<file path="src/include/host_io_pkg.sv">
package host_io_pkg;

    // host register-select codes
    localparam logic [1:0] SEL_ADDR_LO  = 2'h0;
    localparam logic [1:0] SEL_ADDR_HI  = 2'h1;
    localparam logic [1:0] SEL_DATA     = 2'h2;
    localparam logic [1:0] SEL_DATA_INC = 2'h3;

    // writing this to the address-high byte resets the pointer, read data and every internal register
    localparam logic [7:0] HW_RESET_CMD = 8'h40;

    // internal register space behind the pointer
    localparam int          REG_IDX_W   = 4;
    localparam int          REG_DEPTH   = 16;
    localparam logic [15:0] REG_LIMIT   = 16'h0010;
    localparam logic [15:0] ADDR_RESET  = 16'h0000;
    localparam logic [7:0]  REG_RESET   = 8'h00;
    localparam logic [7:0]  RDATA_RESET = 8'h00;

    // serial I/O control register and its fields
    localparam logic [3:0]  CTRL_IDX           = 4'hA;
    localparam int          CTRL_EN_BIT        = 0;
    localparam int          CTRL_MDATA_OUT_BIT = 1;
    localparam int          CTRL_MDATA_DRV_BIT = 2;
    localparam int          CTRL_PHY_RST_BIT   = 3;
    localparam int          CTRL_MDATA_IN_BIT  = 4;
    localparam int          CTRL_EEP_CLK_BIT   = 5;
    localparam int          CTRL_EDATA_LOW_BIT = 6;
    localparam int          CTRL_EDATA_IN_BIT  = 7;

    // pin synchroniser vector layout
    localparam int          SYNC_W       = 14;
    localparam int          SYNC_SEL_N   = 13;
    localparam int          SYNC_RNW     = 12;
    localparam int          SYNC_RS_HI   = 11;
    localparam int          SYNC_RS_LO   = 10;
    localparam int          SYNC_BUS_HI  = 9;
    localparam int          SYNC_BUS_LO  = 2;
    localparam int          SYNC_MDATA   = 1;
    localparam int          SYNC_EDATA   = 0;
    localparam logic [13:0] SYNC_RESET   = 14'h2000;

    // management clock: clk_sys 40 MHz, half period in cycles
    localparam int          CLK_SYS_MHZ     = 40;
    localparam int          MCLK_HALF_NS    = 100;
    localparam int          MCLK_HALF_CYC   = (MCLK_HALF_NS * CLK_SYS_MHZ) / 1000;
    localparam logic [2:0]  MCLK_LAST       = 3'(MCLK_HALF_CYC - 1);
    localparam logic [2:0]  MCLK_CNT_RESET  = 3'h0;

    // shortest reset pulse that the core honours
    localparam int          RESET_MIN_US    = 3;
    localparam int          RESET_MIN_CYC   = RESET_MIN_US * CLK_SYS_MHZ;

    typedef enum logic [1:0] {
        ST_IDLE,
        ST_SETTLE,
        ST_DONE
    } port_state_t;

endpackage

</file>
<file path="src/sync_2ff.sv">
`timescale 1ns/1ps
`default_nettype none
module sync_2ff #(
    parameter int               WIDTH       = 1,
    parameter logic [WIDTH-1:0] RESET_VALUE = '0
) (
    input  wire logic             clk_sys,
    input  wire logic             resetn,
    input  wire logic [WIDTH-1:0] async_in,
    output logic      [WIDTH-1:0] sync_out
);
    logic [WIDTH-1:0] meta_q;
    logic [WIDTH-1:0] hold_q;

    always_ff @(posedge clk_sys or negedge resetn)
    begin
        if (!resetn)
        begin
            meta_q <= RESET_VALUE;
            hold_q <= RESET_VALUE;
        end
        else
        begin
            meta_q <= async_in;
            hold_q <= meta_q;
        end
    end

    assign sync_out = hold_q;
endmodule
`default_nettype wire

</file>
<file path="src/host_io_port.sv">
`timescale 1ns/1ps
`default_nettype none
module host_io_port
    import host_io_pkg::*;
(
    input  wire logic       clk_sys,
    input  wire logic       resetn,
    input  wire logic       port_select_n,
    input  wire logic       host_read_not_write,
    input  wire logic       register_select_hi,
    input  wire logic       register_select_lo,
    input  wire logic [7:0] host_bus_in,
    output logic      [7:0] host_bus_out,
    output logic            host_bus_oe,
    output logic            host_ready_n,
    output logic            host_ready_oe,
    output logic            mgmt_serial_clock,
    output logic            mgmt_serial_clock_oe,
    input  wire logic       mgmt_data_in,
    output logic            mgmt_data_out,
    output logic            mgmt_data_oe,
    output logic            mgmt_phy_reset,
    output logic            mgmt_phy_reset_oe,
    output logic            eeprom_clock,
    input  wire logic       eeprom_data_in,
    output logic            eeprom_data_out,
    output logic            eeprom_data_oe
);
    logic [SYNC_W-1:0] sync_in;
    logic [SYNC_W-1:0] sync_out;
    logic              sel_s;
    logic              rnw_s;
    logic [1:0]        rsel_s;
    logic [7:0]        wdata_s;
    logic              mdata_s;
    logic              edata_s;

    port_state_t       state_q;
    port_state_t       state_d;
    logic [15:0]       addr_q;
    logic [15:0]       addr_d;
    logic [7:0]        rdata_q;
    logic [7:0]        rdata_d;
    logic [7:0]        regs_q [REG_DEPTH];
    logic [7:0]        regs_d [REG_DEPTH];
    logic              access;
    logic              hw_reset;
    logic [2:0]        mclk_cnt_q;
    logic [2:0]        mclk_cnt_d;
    logic              mclk_q;
    logic              mclk_d;
    logic              mgmt_en;
    logic [7:0]        ctrl_q;

    // every host pin, data included, crosses on two flops
    assign sync_in = {port_select_n, host_read_not_write, register_select_hi,
                      register_select_lo, host_bus_in, mgmt_data_in, eeprom_data_in};

    sync_2ff #(
        .WIDTH       (SYNC_W),
        .RESET_VALUE (SYNC_RESET)
    ) u_sync (
        .clk_sys  (clk_sys),
        .resetn   (resetn),
        .async_in (sync_in),
        .sync_out (sync_out)
    );

    assign sel_s   = !sync_out[SYNC_SEL_N];
    assign rnw_s   = sync_out[SYNC_RNW];
    assign rsel_s  = {sync_out[SYNC_RS_HI], sync_out[SYNC_RS_LO]};
    assign wdata_s = sync_out[SYNC_BUS_HI:SYNC_BUS_LO];
    assign mdata_s = sync_out[SYNC_MDATA];
    assign edata_s = sync_out[SYNC_EDATA];

    assign ctrl_q  = regs_q[CTRL_IDX];
    assign mgmt_en = ctrl_q[CTRL_EN_BIT];

    function automatic logic reg_hit(input logic [15:0] addr);
        reg_hit = (addr < REG_LIMIT);
    endfunction

    function automatic logic [7:0] reg_read(input logic [15:0] addr);
        logic [7:0] v;
        v = REG_RESET;
        if (reg_hit(addr))
        begin
            v = regs_q[addr[REG_IDX_W-1:0]];
            // input bits of the control register show the pins, not storage
            if (addr[REG_IDX_W-1:0] == CTRL_IDX)
            begin
                v[CTRL_MDATA_IN_BIT] = mdata_s;
                v[CTRL_EDATA_IN_BIT] = edata_s;
            end
        end
        reg_read = v;
    endfunction

    always_comb
    begin
        state_d  = state_q;
        addr_d   = addr_q;
        rdata_d  = rdata_q;
        regs_d   = regs_q;
        access   = 1'b0;
        hw_reset = 1'b0;
        case (state_q)
            ST_IDLE:
            begin
                if (sel_s)
                    state_d = ST_SETTLE;
            end
            // one cycle lets all synced pins agree before acting
            ST_SETTLE:
            begin
                if (!sel_s)
                    state_d = ST_IDLE;
                else
                begin
                    access  = 1'b1;
                    state_d = ST_DONE;
                    if (rnw_s)
                    begin
                        case (rsel_s)
                            SEL_ADDR_LO: rdata_d = addr_q[7:0];
                            SEL_ADDR_HI: rdata_d = addr_q[15:8];
                            default:     rdata_d = reg_read(addr_q);
                        endcase
                    end
                    else
                    begin
                        case (rsel_s)
                            SEL_ADDR_LO: addr_d[7:0] = wdata_s;
                            SEL_ADDR_HI:
                            begin
                                if (wdata_s == HW_RESET_CMD)
                                    hw_reset = 1'b1;
                                else
                                    addr_d[15:8] = wdata_s;
                            end
                            default:
                            begin
                                if (reg_hit(addr_q))
                                    regs_d[addr_q[REG_IDX_W-1:0]] = wdata_s;
                            end
                        endcase
                    end
                    if (rsel_s == SEL_DATA_INC)
                        addr_d = addr_q + 16'h0001;
                end
            end
            ST_DONE:
            begin
                if (!sel_s)
                    state_d = ST_IDLE;
            end
            default:
                state_d = ST_IDLE;
        endcase
        if (hw_reset)
        begin
            addr_d  = ADDR_RESET;
            rdata_d = RDATA_RESET;
            for (int i = 0; i < REG_DEPTH; i++)
                regs_d[i] = REG_RESET;
        end
    end

    always_ff @(posedge clk_sys or negedge resetn)
    begin
        if (!resetn)
        begin
            state_q <= ST_IDLE;
            addr_q  <= ADDR_RESET;
            rdata_q <= RDATA_RESET;
            for (int i = 0; i < REG_DEPTH; i++)
                regs_q[i] <= REG_RESET;
        end
        else
        begin
            state_q <= state_d;
            addr_q  <= addr_d;
            rdata_q <= rdata_d;
            regs_q  <= regs_d;
        end
    end

    // free-running divider; only its pin drive is gated
    always_comb
    begin
        mclk_cnt_d = mclk_cnt_q + 3'h1;
        mclk_d     = mclk_q;
        if (mclk_cnt_q == MCLK_LAST)
        begin
            mclk_cnt_d = MCLK_CNT_RESET;
            mclk_d     = !mclk_q;
        end
    end

    always_ff @(posedge clk_sys or negedge resetn)
    begin
        if (!resetn)
        begin
            mclk_cnt_q <= MCLK_CNT_RESET;
            mclk_q     <= 1'b0;
        end
        else
        begin
            mclk_cnt_q <= mclk_cnt_d;
            mclk_q     <= mclk_d;
        end
    end

    // ready tri-state follows the synced select, so it lags the pin by two clocks
    assign host_ready_oe = sel_s;
    // ready rises with the synced deselect, not one clock later
    assign host_ready_n  = !((state_q == ST_DONE) && sel_s);
    assign host_bus_out  = rdata_q;
    assign host_bus_oe   = (state_q == ST_DONE) && sel_s && rnw_s;

    assign mgmt_serial_clock    = mclk_q;
    assign mgmt_serial_clock_oe = mgmt_en;
    assign mgmt_data_out        = ctrl_q[CTRL_MDATA_OUT_BIT];
    assign mgmt_data_oe         = mgmt_en && ctrl_q[CTRL_MDATA_DRV_BIT];
    assign mgmt_phy_reset       = ctrl_q[CTRL_PHY_RST_BIT];
    assign mgmt_phy_reset_oe    = mgmt_en;
    // eeprom data is open drain, only ever pulled low; the eeprom clock is driven directly
    assign eeprom_clock         = ctrl_q[CTRL_EEP_CLK_BIT];
    assign eeprom_data_out      = 1'b0;
    assign eeprom_data_oe       = ctrl_q[CTRL_EDATA_LOW_BIT];

    localparam int MCLK_WAIT = 4;
endmodule
`default_nettype wire

</file>
<file path="config.mk">
export PLATFORM = sky130hd
export DESIGN_NAME = host_io_port
export DESIGN_NICKNAME = d
export VERILOG_FILES = /design/src/include/host_io_pkg.sv /design/src/sync_2ff.sv /design/src/host_io_port.sv
export SDC_FILE = /design/constraint.sdc
export NUM_CORES = 1
export LEC_CHECK = 0
export BUFFER_PORTS_ARGS = -buffer_cell sky130_fd_sc_hd__buf_2
export CAP_MARGIN = 20
export CELL_PAD_IN_SITES_DETAIL_PLACEMENT = 0
export CELL_PAD_IN_SITES_GLOBAL_PLACEMENT = 2
export CORE_ASPECT_RATIO = 0.9
export CORE_MARGIN = 4
export CORE_UTILIZATION = 42
export CTS_CLUSTER_DIAMETER = 30
export CTS_CLUSTER_SIZE = 12
export DETAILED_ROUTE_END_ITERATION = 6
export GPL_TIMING_DRIVEN = 0
export PLACE_DENSITY = 0.85
export SYNTH_ARGS = -nofsm -noshare
export SYNTH_HDL_FRONTEND = slang
export SYNTH_HIERARCHICAL = 1
export SYNTH_SLANG_ARGS = --single-unit
</file>
<file path="constraint.sdc">
create_clock -name clk_sys -period 2.5 [get_ports clk_sys]
set_input_delay 0.25 -clock clk_sys [delete_from_list [all_inputs] [get_ports clk_sys]]
set_output_delay 0.25 -clock clk_sys [all_outputs]
set_load 0.005 [all_outputs]
</file>
# --- After elaboration in Yosys (flattened, before gate mapping) ---
# Index checks and enable logic that the tools add are counted.
totals:
  out_inout_bits: 20
  register_bits: 186
classes:
  eq_ne: 14
  mux: 38
  n_lt_le_gt_ge: 3
  addsub: 2
  n_reduce_logical: 20
  n_bitwise: 1
op_table:
  columns: ["cell", "n"]
  rows:
  - ["128-bit two-way mux", 6]
  - ["128-bit bitwise mux", 1]
  - ["8-bit two-way mux", 11]
  - ["16-bit two-way mux", 5]
  - ["8-bit binary-select mux with 4-bit select", 1]
  - ["8-bit demux with 4-bit select", 1]
  - ["16-bit by 1-bit adder with 16-bit output (second input constant)", 1]
  - ["16-bit by 5-bit < comparator with 1-bit output (second input constant)", 1]
  - ["8-bit case mux with 2 select lines", 1]
  - ["5-bit AND reduction", 2]
  - ["8-bit by 7-bit equality test with 1-bit output (second input constant)", 1]
  - ["1-bit two-way mux", 7]
  - ["2-bit two-way mux", 3]
  - ["2-bit inequality test (second input constant)", 3]
  - ["2-bit case mux with 3 select lines", 1]
  - ["2-bit nonzero test", 3]
  - ["3-bit nonzero test", 2]
  - ["5-bit >= comparator (second input constant)", 1]
  - ["5-bit by 1-bit < comparator with 1-bit output (second input constant)", 1]
  - ["4-bit NOT with 5-bit output", 1]
  - ["2-bit by 1-bit equality test with 1-bit output (second input constant)", 2]
  - ["2-bit equality test (second input constant)", 2]
  - ["4-bit equality test (second input constant)", 1]
  - ["1-bit logical AND", 4]
  - ["12 further kinds", 16]

# --- Longest topological paths before layout ---
# Gate-level depths: netlist of run 1.
logic_depth:
  ltp_word: 12
  ltp_mapped: 9
  depth_no_buf: 7

# --- By module ---
# Netlist of run 1, hierarchy kept.
by_module_without_submodules:
  columns: ["module", "cells_per_inst", "seq_area_each_um2", "area_per_inst_um2", "n_inst"]
  rows:
  - ["host_io_port", 675, 3953.8, 7656.1, 1]
  - ["sync_2ff", 28, 703.2, 703.2, 1]

# --- Least setup slack after synthesis of run 1 ---
# OpenSTA, ideal clock, no wires.
synth_path:
  path_type: "register to register"
  from: "reg u_sync.hold_q[7] (netlist: u_sync/sync_out[7])"
  to: "reg regs_q[120] in the netlist's numbering"
  path_slack_ns: 0.511
  path_buffers: 2
  setup_time_ns: 0.132
  arrival_ns: 1.857
  path_stages_with_launch: 8
  synth_period_minus_slack_ns: 1.989
  required_ns: 2.368
  cell_sequence: "dfrtp_1 -> clkbuf_1 -> nor4_2 -> nand3_2 -> o32ai_4 -> buf_6 -> nand2_2 -> o2bb2ai_1"
synth_between:
  elab_chain_len: 8
  word_cells_on_any_way: 13
  classes_between: "eq/ne (4); mux (6); reduce/logical (3)"
synth_lines:
  columns: ["element", "line", "rtl"]
  rows:
  - ["start: declaration", "sync_2ff.sv:13", "logic [WIDTH-1:0] hold_q;"]
  - ["start signal: assignment", "sync_2ff.sv:25", "hold_q <= meta_q;"]
  - ["8-bit by 7-bit equality test with 1-bit output *", "host_io_port.sv:136", "if (wdata_s == HW_RESET_CMD)"]
  - ["1-bit two-way mux *", "host_io_port.sv:136", null]
  - ["1-bit two-way mux *", "host_io_port.sv:132", "case (rsel_s)"]
  - ["1-bit two-way mux *", "host_io_port.sv:122", "if (rnw_s)"]
  - ["1-bit two-way mux *", "host_io_port.sv:116", "if (!sel_s)"]
  - ["1-bit two-way mux *", "host_io_port.sv:107", "case (state_q)"]
  - ["2-bit inequality test (no line), or another cell as far along", null, null]
  - ["5-bit AND reduction (no line)", null, null]
  - ["end signal: assignment", "host_io_port.sv:184", "regs_q <= regs_d;"]
  - ["end: declaration", "host_io_port.sv:44", "logic [7:0] regs_q [REG_DEPTH];"]
# Mark *: on every way between the ends. The rest lies on a longest branch, timed or not.
# A chain may end at the register's enable or synchronous reset.

# --- Worst setup path after layout of run 1 ---
layout_path:
  from: "reg addr_q[5]"
  to: "reg regs_q[71] in the netlist's numbering"
layout_between:
  elab_chain_len: 3
layout_lines:
  columns: ["element", "line", "rtl"]
  rows:
  - ["start: declaration", "host_io_port.sv:40", "logic [15:0] addr_q;"]
  - ["start signal: assignment", "host_io_port.sv:182", "addr_q <= addr_d;"]
  - ["16-bit by 5-bit < comparator with 1-bit output", "host_io_port.sv:80", "reg_hit = (addr < REG_LIMIT);"]
  - ["2-bit nonzero test (no line)", null, null]
  - ["5-bit AND reduction (no line)", null, null]
# Every way passes these cells.

==> impl_metrics.yaml, run 1 <==
die:
  dieHeight_um: 142
  io_pins: 36
  start_util_pct: 43.2
  die_x_um: 157
  rows: 48
  core_area_um2: 19300
  dieArea_um2: 22200
global_routing:
  grt_overflow: 0
  use_met3_pct: 6.40
  gr-usage-met1_pct: 35.8
  antenna_found_initial: 1
  grt_pass1_vias: 6470
  grt_start_max_net_pins: 121
  top_usage_layer: "met1"
  grt_usage_pct: 24.1
  grt_pass1_wl_mm: 39.8
  use_met2_pct: 34.6
critical_path:
  critPathSlowestCell: "clkbuf_1"
  path_buf_inv: 2
  cp.depth: 7
  critPathRequiredTime_ps: 2850
  critPathMaxFanout: 10
  path_class: "reg2reg"
  crit_top_cell: "clkbuf_1"
  critPathMaxStageDelay_ps: 430
  cp_top_family: "simple AND/OR/NAND/NOR gates"
  critPathLaunchType: "register"
  critPathArrivalTime_ps: 2770
  path_cells: "clkbuf_1 -> nor4_1 -> nand4_1 -> nor2_2 -> nand2_1 -> clkbuf_1 -> o2bb2ai_1"
  crit_path_end_kind: "register"
  ff2ff_path_depth: 7
run_status:
  status: "completed"
logic_synthesis:
  synth_seq_cells: 186
  synth_ff_type: "dfrtp_1"
  ys_types: 52
  syn-num-nets: 724
  synth-async-reset-ratio_pct: 100
  avgSynthCellArea_um2: 11.9
  synth_warnings: 6
  synth-edff-count: 0
  ys_seq_area_share_pct: 55.7
  synth_cells: 703
  syn_area_um2: 8360
clock_network:
  worstSkewPairLatency_ps: 430
  cts.sinks: 186
  clk_pin_slew_ps: 70
  cts_buffers: 17
  h-tree-depth: 4
  cts_buffer_depth: 2
  cts_root_buf: "clkbuf_16"
  cts_tree: "done"
route:
  drc: 0
  via_count: 6538
  drt-total-wl_mm: 26.0
  drt_iter0_drc: 757
  vias_per_cell: 6.31
  ant_nets: 0
  wl_per_cell_um: 25.1
  first_pass_iters: 5
pwr:
  ir_drop_mv: 0.436
  power_density_nw_per_um2: 841
  p_total_uw: 8170
  p_leak_uw: 0.00423
sta:
  finalCriticalPeriod_ps: 2420
  rsz0062_at_grt: "no"
  slew-limit-headroom_pct: 45.1
  fin_worst_skew_ps: 10.1
  post-route-period-util_pct: 97.0
  tightest_slew_ps: 824
  drv_slew: 0
  max_freq_ghz: 0.412
  finalSetupViolations: 0
  setup_slack_ps: 75.0
  hold_viol: 0
placement:
  detailed_place.area_um2: 8880
  post-place-ws_ps: -293
  gp_congestion: 0.889
  dp.final_hpwl_mm: 17.4
  portBuffers: 34
  dp.cells: 988
cells_and_area:
  drive_above_1_share_pct: 18.2
  stdcell_count: 1036
  fin_nets: 794
  fin_area_um2: 9720
  area_growth_pct: 16.2
  n_antenna_cell: 0
worst_hold_path:
  hp-class: "in2async"
flow_run:
  cap_violations: 0
-- logic make-up (layout without fill, tap and decap cells) --
group	Yosys count	after routing	synth area share, %
compound gates	208	208	20.0
xor+xnor	1	1	0.105
fa+ha+maj	5	5	0.748
buf+inv	60	143	2.93
flops	186	186	55.7
mux	42	42	9.55
other cells	1	1	0.0449
simple gates	200	200	10.9
-- registers in the layout (all words and copies together) (netlist names) --
name               count
regs_q               120
addr_q                16
u_sync/meta_q         14
u_sync/sync_out       14
ctrl_q                 8
host_bus_out           8
mclk_cnt_q             3
state_q                2
mgmt_serial_clock      1
-- synth_stat cells (2+ instances only) --
cell / count / area (um2)
a21o_1: 2 / 15.0
a21oi_1: 22 / 110
a22o_1: 10 / 87.6
a22oi_1: 15 / 113
a2bb2oi_1: 2 / 17.5
a31oi_1: 6 / 37.5
and2_1: 4 / 25.0
and3_1: 6 / 37.5
buf_1: 4 / 15.0
buf_2: 4 / 20.0
buf_4: 2 / 15.0
clkbuf_1: 42 / 158
dfrtp_1: 184 / 4600
dfstp_2: 2 / 52.6
ha_1: 5 / 62.6
inv_1: 7 / 26.3
mux2_2: 2 / 22.5
mux2i_1: 10 / 100
mux4_2: 30 / 676
nand2_1: 103 / 387
nand2_2: 10 / 62.6
nand2b_1: 5 / 31.3
nand3_1: 16 / 80.1
nand4_1: 5 / 31.3
nor2_1: 33 / 124
nor2b_1: 2 / 12.5
nor3_1: 3 / 15.0
nor4_1: 5 / 31.3
o2111ai_1: 2 / 17.5
o21ai_0: 9 / 45.0
o22a_1: 3 / 26.3
o22ai_1: 6 / 37.5
o2bb2ai_1: 120 / 1050
o31ai_1: 2 / 15.0
or3_1: 3 / 18.8
-- repair_timing --
action                                 4_1_cts  5_1_grt
gates cloned                                 0        0
setup endpoints to repair                  132       97
buffers inserted                             3        2
resized for setup                           12       14
hold buffers                                15        0
endpoints found under the hold margin       78        0
pin swaps                                    2        1
-- path summary, 6_finish.rpt --
check                                                start                           end  slack (ps)
worst min register to register  u_sync/meta_q[4]$_DFF_PN0_  u_sync/sync_out[4]$_DFF_PN0_         350
max in group asynchronous                           resetn         addr_q[2]$_DFFE_PN0P_        1160
worst min-delay path                                resetn        regs_q[94]$_DFFE_PN0P_         350
min in group clk_sys            u_sync/meta_q[4]$_DFF_PN0_  u_sync/sync_out[4]$_DFF_PN0_         350
worst max-delay path                 addr_q[5]$_DFFE_PN0P_        regs_q[71]$_DFFE_PN0P_          80
worst max register to register       addr_q[5]$_DFFE_PN0P_        regs_q[71]$_DFFE_PN0P_          80
-- routing by layer --
layer | routed length (um) | vias up
met2 | 11500 | 376
met5 | 13 | -
met4 | 685 | 2
li1 | - | 2785
met1 | 11400 | 3318
met3 | 2490 | 57
-- cell usage in the layout, fill, tap and decap left out, types with 6 or more instances in the layout --
cell type / instances
a21oi_1: 22
a22o_1: 10
a22oi_1: 15
a31oi_1: 6
and3_1: 6
buf_2: 36
buf_4: 6
clkbuf_1: 31
clkbuf_16: 17
clkbuf_2: 8
dfrtp_1: 184
dlygate4sd3_1: 15
inv_1: 7
mux2i_1: 10
mux4_2: 30
nand2_1: 98
nand2_2: 15
nand3_1: 16
nor2_1: 32
o21ai_0: 9
o22ai_1: 6
o2bb2ai_1: 120
-- through the flow --
step / setup TNS, ps / hold WS, ps / util [%]
finish: 0 / 349 / 50.2
global route: 0 / 360 / 50.2
CTS: 0 / 350 / 50.2
detailed placement: -22280 / 243 / 45.9
global placement: -340820 / 332 / 45.7
floorplan: 0 / -45.6 / -
-- layout make-up --
cell class	instances	area, um2
sequential	186	4660
timing repair buffer	55	420
tap	250	313
buffer	49	220
multi-input combinational	457	3490
clock inverter	11	131
fill	1763	9620
inverter	7	26.3
clock buffer	21	460
-- report_power, final --
| group | switching [uW] | leakage (uW) | internal [uW] | total (uW) |
|---|---|---|---|---|
| registers | 229 | 0.00248 | 3200 | 3430 |
| logic | 1360 | 0.00146 | 639 | 2000 |
| clock network | 1200 | 0.000293 | 1540 | 2740 |
Power figures use the tool's default switching activity.
==> run 2, diff against run 1 <==
CORE_UTILIZATION = 38   (was 42)
PLACE_DENSITY = default   (was 0.85)
PLACE_DENSITY_LB_ADDON = 0.25   (was default)
RECOVER_POWER = 50   (was default)
clock period = 2 ns   (was 2.5 ns; I/O delays follow)
==> run 2 against run 1 <==
First-iteration DRC count down 6.7%. Largest power group unchanged. Core utilization grew 1.2 points. Via count up 0.81%. Largest cell class unchanged. The run now ends with negative setup slack left.
==> impl_metrics.yaml, run 2 (synthesis gave the netlist of run 1 again) <==
run_status:
  status: "finished with violations"
  violations: "negative setup slack"
sta:
  slew-limit-headroom_pct: 21.3
  finalSetupViolations: 57
  fin_tns_setup_ps: -1100
  setup_slack_ps: -45.2
  hold_viol: 0
  max_freq_ghz: 0.489
  drv_slew: 0
  fin_worst_skew_ps: 17.4
  tightest_slew_ps: 1180
  rsz0062_at_grt: "yes"
  post-route-period-util_pct: 102
  finalCriticalPeriod_ps: 2050
  hold_ws_ps: 341
route:
  first_pass_iters: 5
  drt_iter0_drc: 706
  drc: 0
  ant_nets: 0
  vias_per_cell: 6.05
  drt-total-wl_mm: 28.8
  wl_per_cell_um: 26.5
  via_count: 6591
flow_run:
  cap_violations: 0
die:
  rows: 51
  dieHeight_um: 149
  io_pins: 36
  start_util_pct: 38.6
  core_area_um2: 21600
  die_x_um: 164
  dieArea_um2: 24400
clock_network:
  clk_pin_slew_ps: 80
  cts.sinks: 186
  cts_buffer_depth: 2
  worstSkewPairLatency_ps: 440
  h-tree-depth: 4
  cts_tree: "done"
  cts_root_buf: "clkbuf_16"
  cts_buffers: 17
cells_and_area:
  final_cell_mix: "dfrtp_1 (172), nand2_1 (82), o2bb2ai_2 (62)"
  fin_area_um2: 11100
  reg_top3: "regs_q (120), addr_q (16)"
  fin_nets: 807
  largest_reg_flops: 120
  final_common_cell: "dfrtp_1"
  area_growth_pct: 33.1
  drive_above_1_share_pct: 37.7
  largest_register: "regs_q"
  n_antenna_cell: 0
placement:
  dp.final_hpwl_mm: 18.3
  post-place-ws_ps: -891
  portBuffers: 34
  gp_congestion: 0.869
  detailed_place.area_um2: 8930
pwr:
  p_leak_uw: 0.00454
  p_total_uw: 10900
  p_int_uw: 6860
  clkPwrFrac_pct: 30.4
  comb_power_share_pct: 29.2
  pwr-share-seq_pct: 40.4
  switching_power_uw: 4090
  power_density_nw_per_um2: 984
  ir_drop_mv: 0.547
  netSwitchingFraction_pct: 37.3
critical_path:
  path_class: "reg2reg"
  critPathMaxFanout: 8
  critPathArrivalTime_ps: 2370
  crit_path_end_kind: "register"
  critPathRequiredTime_ps: 2320
  critPathLaunchType: "register"
  ff2ff_path_depth: 7
worst_hold_path:
  hp-class: "reg2reg"
  min_path_cells: 0
global_routing:
  grt_usage_pct: 23.8
  grt_start_max_net_pins: 107
  antenna_found_initial: 0
  grt_overflow: 0
  use_met3_pct: 5.07
  grt_pass1_vias: 6558
  grt_pass1_wl_mm: 42.7
  top_usage_layer: "met1"
  gr-usage-met1_pct: 36.8
  use_met2_pct: 34.4
-- run 2: per-stage QoR --
step                instances  util, %
floorplan                 703        -
global placement         1028     41.1
detailed placement       1029     41.3
CTS                      1073     46.7
global route             1090     51.4
finish                   1090     51.4
-- run 2: path summary, 6_finish.rpt --
check / from / end / slack [ps]
setup / recovery: u_sync/sync_out[5]$_DFF_PN0_ / regs_q[119]$_DFFE_PN0P_ / -50
hold / removal: u_sync/meta_q[8]$_DFF_PN0_ / u_sync/sync_out[8]$_DFF_PN0_ / 340
setup reg to reg: u_sync/sync_out[5]$_DFF_PN0_ / regs_q[119]$_DFFE_PN0P_ / -50
hold reg to reg: u_sync/meta_q[8]$_DFF_PN0_ / u_sync/sync_out[8]$_DFF_PN0_ / 340
max in group asynchronous: resetn / u_sync/sync_out[11]$_DFF_PN0_ / 240
min in group asynchronous: resetn / regs_q[118]$_DFFE_PN0P_ / 530
-- run 2: power groups by stage --
stage	registers (uW)	clock network, uW	logic, uW
finish	4420	3320	3200
detailed placement	4340	0	2490
floorplan	4250	0	1570
CTS	4330	3360	2730
global route	4460	3550	3380
global placement	4330	0	2450
-- run 2: metal layers --
metal,wire length [um],part of all wire [%]
met1,13300,46
met2,13300,46
met5,0,0
met3,1770,6.1
met4,460,1.6
-- run 2: final cells by class --
type / count / area [um2]
plain buffers: 39 / 333
multi-input cells: 457 / 4510
clock inverters: 14 / 129
fillers: 1858 / 10500
inverters: 7 / 26.3
repair buffers: 78 / 653
well taps: 291 / 364
clock buffers: 18 / 439
flip-flops and latches: 186 / 4670
-- run 2: repair_timing --
action / 4_1_cts / 5_1_grt
gates cloned: 0 / 2
gates resized for setup: 113 / 152
buffers inserted: 9 / 17
endpoints found under the setup margin: 151 / 146
hold buffers: 15 / 0
pin swaps: 5 / 42
endpoints found under the hold margin: 92 / 0
-- run 2: critical path: stages (launching register included) --
cell	delay (ps)
dfrtp_2	450
nor4_4	370
nand3_4	160
o32ai_4	260
buf_12	170
clkbuf_16	190
nand2_8	140
o2bb2ai_2	160
==> run 3, diff against run 2 <==
CORE_ASPECT_RATIO = default   (was 0.9)
==> run 3 against run 2 <==
Critical path depth unchanged. Core utilization decreased by 1.2 points. Fmax increased by 0.62%. First-iteration DRC count decreased by 6.9%. Total power decreased by 1.1%. Largest power group unchanged. Clock power about the same. Setup slack improved by 13 ps. Highest routed layer is now met5. Global-route usage decreased by 0.28 points. Count of clock-buffer cells in the layout decreased by 1. The run still ends with negative setup slack left. Largest cell class unchanged. Register-to-register slack about the same. Flip-flop and latch count unchanged. Via count decreased by 0.35%.
==> impl_metrics.yaml, run 3 (synthesis gave the netlist of run 1 again) <==
pwr:
  ir_drop_mv: 0.592
  netSwitchingFraction_pct: 36.9
  p_total_uw: 10800
  power_density_nw_per_um2: 1010
  clkPwrFrac_pct: 30.9
  comb_power_share_pct: 28.5
  p_int_uw: 6830
  switching_power_uw: 3990
  p_leak_uw: 0.00449
  pwr-share-seq_pct: 40.6
cells_and_area:
  largest_reg_flops: 120
  area_growth_pct: 28.2
  final_cell_mix: "dfrtp_1 (170), nand2_1 (86), o2bb2ai_1 (69)"
  stdcell_count: 1068
  largest_register: "regs_q"
  fin_area_um2: 10700
  n_antenna_cell: 0
  reg_top3: "regs_q (120), addr_q (16)"
  final_common_cell: "dfrtp_1"
  fin_nets: 801
  drive_above_1_share_pct: 34.0
sta:
  hold_viol: 0
  post-route-period-util_pct: 102
  fin_worst_skew_ps: 14.0
  fin_tns_setup_ps: -352
  max_freq_ghz: 0.492
  rsz0062_at_grt: "yes"
  setup_slack_ps: -32.6
  tightest_slew_ps: 1180
  slew-limit-headroom_pct: 21.5
  drv_slew: 0
  finalSetupViolations: 26
  hold_ws_ps: 351
  finalCriticalPeriod_ps: 2030
die:
  start_util_pct: 39.1
  die_x_um: 156
  dieArea_um2: 24400
  core_area_um2: 21400
  rows: 53
  dieHeight_um: 156
  io_pins: 36
critical_path:
  path_class: "reg2reg"
  r2r_end: "regs_q[110]$_DFFE_PN0P_"
  crit_path_end_kind: "register"
  critPathLaunchType: "register"
  critPathArrivalTime_ps: 2350
  worst-r2r-setup-slack_ps: -30
  r2r-start: "u_sync/sync_out[8]$_DFF_PN0_"
  critPathRequiredTime_ps: 2320
  critPathMaxFanout: 8
  ff2ff_path_depth: 7
worst_hold_path:
  hp-class: "reg2reg"
  min_to: "u_sync/sync_out[5]$_DFF_PN0_"
  hold_start: "u_sync/meta_q[5]$_DFF_PN0_"
  min_path_cells: 0
global_routing:
  grt_overflow: 0
  grt_usage_pct: 23.5
  grt_pass1_vias: 6681
  grt_start_max_net_pins: 107
  grt_pass1_wl_mm: 42.8
  antenna_found_initial: 1
clock_network:
  h-tree-depth: 4
  cts_buffer_depth: 2
  cts_tree: "done"
  cts.sinks: 186
  worstSkewPairLatency_ps: 440
  cts_root_buf: "clkbuf_16"
  cts_buffers: 17
  clk_pin_slew_ps: 80
route:
  ant_nets: 0
  vias_per_cell: 6.15
  drc: 0
  first_pass_iters: 5
  via_count: 6568
  drt-total-wl_mm: 28.6
  wl_per_cell_um: 26.8
  drt_iter0_drc: 657
run_status:
  violations: "negative setup slack"
  status: "finished with violations"
placement:
  dp.final_hpwl_mm: 18.6
  detailed_place.area_um2: 8910
  gp_congestion: 0.854
  dp.cells: 1013
  portBuffers: 34
flow_run:
  cap_violations: 0
run 3: repair_timing:
action	in CTS	in global routing
hold buffers	15	0
pin swaps	6	24
cloned	0	2
setup endpoints to repair	152	148
setup buffers	12	7
resized for setup	104	107
endpoints found under the hold margin	92	0
run 3: through the flow:
step / setup slack [ps] / util (%)
after floorplan: 11.3 / -
after global placement: -2210 / 41.6
after detailed placement: -880 / 41.7
after CTS: 1.26 / 46.9
after global routing: -122 / 50.2
final: -32.6 / 50.2
run 3: final cells by class:
cell class                      instances  area, um2
Fill cell                            1905      10600
Tap cell                              275        344
Clock inverter                         15        148
Inverter                                7       26.3
Multi-Input combinational cell        457       4200
Buffer                                 40        325
Clock buffer                           17        425
Sequential cell                       186       4670
Timing Repair Buffer                   71        567
run 3: metal layers:
layer	track usage (%)	share of wire, %	up-vias
li1	-	-	2821
met1	34.1	45	3445
met2	36.0	47	260
met3	5.14	6.6	40
met4	6.45	1.9	2
met5	0	0.045	-
run 3: power by group through the flow:
stage / registers, uW / clock network (uW) / logic, uW
6_report: 4400 / 3350 / 3080
5_1_grt: 4420 / 3550 / 3300
4_1_cts: 4320 / 3370 / 2800
3_5_place_dp: 4350 / 0 / 2460
3_3_place_gp: 4340 / 0 / 2440
2_1_floorplan: 4250 / 0 / 1570
run 3: worst max-delay path by stage:
stage / from / endpoint / slack [ps] / cells past startpoint
after floorplan: u_sync/sync_out[7]$_DFF_PN0_ / regs_q[120]$_DFFE_PN0P_ / 10 / 7
after global placement: resetn / u_sync/meta_q[4]$_DFF_PN0_ / -2210 / 1
after detailed placement: u_sync/sync_out[7]$_DFF_PN0_ / regs_q[87]$_DFFE_PN0P_ / -880 / 6
after CTS: addr_q[0]$_DFFE_PN0P_ / regs_q[11]$_DFFE_PN0P_ / 1 / 8
after global routing: u_sync/sync_out[4]$_DFF_PN0_ / regs_q[110]$_DFFE_PN0P_ / -120 / 7
final: u_sync/sync_out[8]$_DFF_PN0_ / regs_q[110]$_DFFE_PN0P_ / -30 / 7
run 3: critical path, cell delays in order (launching register included):
cell       delay [ps]
dfrtp_2           510
and4bb_1          270
nand3_2           160
o32ai_4           280
buf_12            190
clkbuf_16         190
nand2_4           140
o2bb2ai_1         150
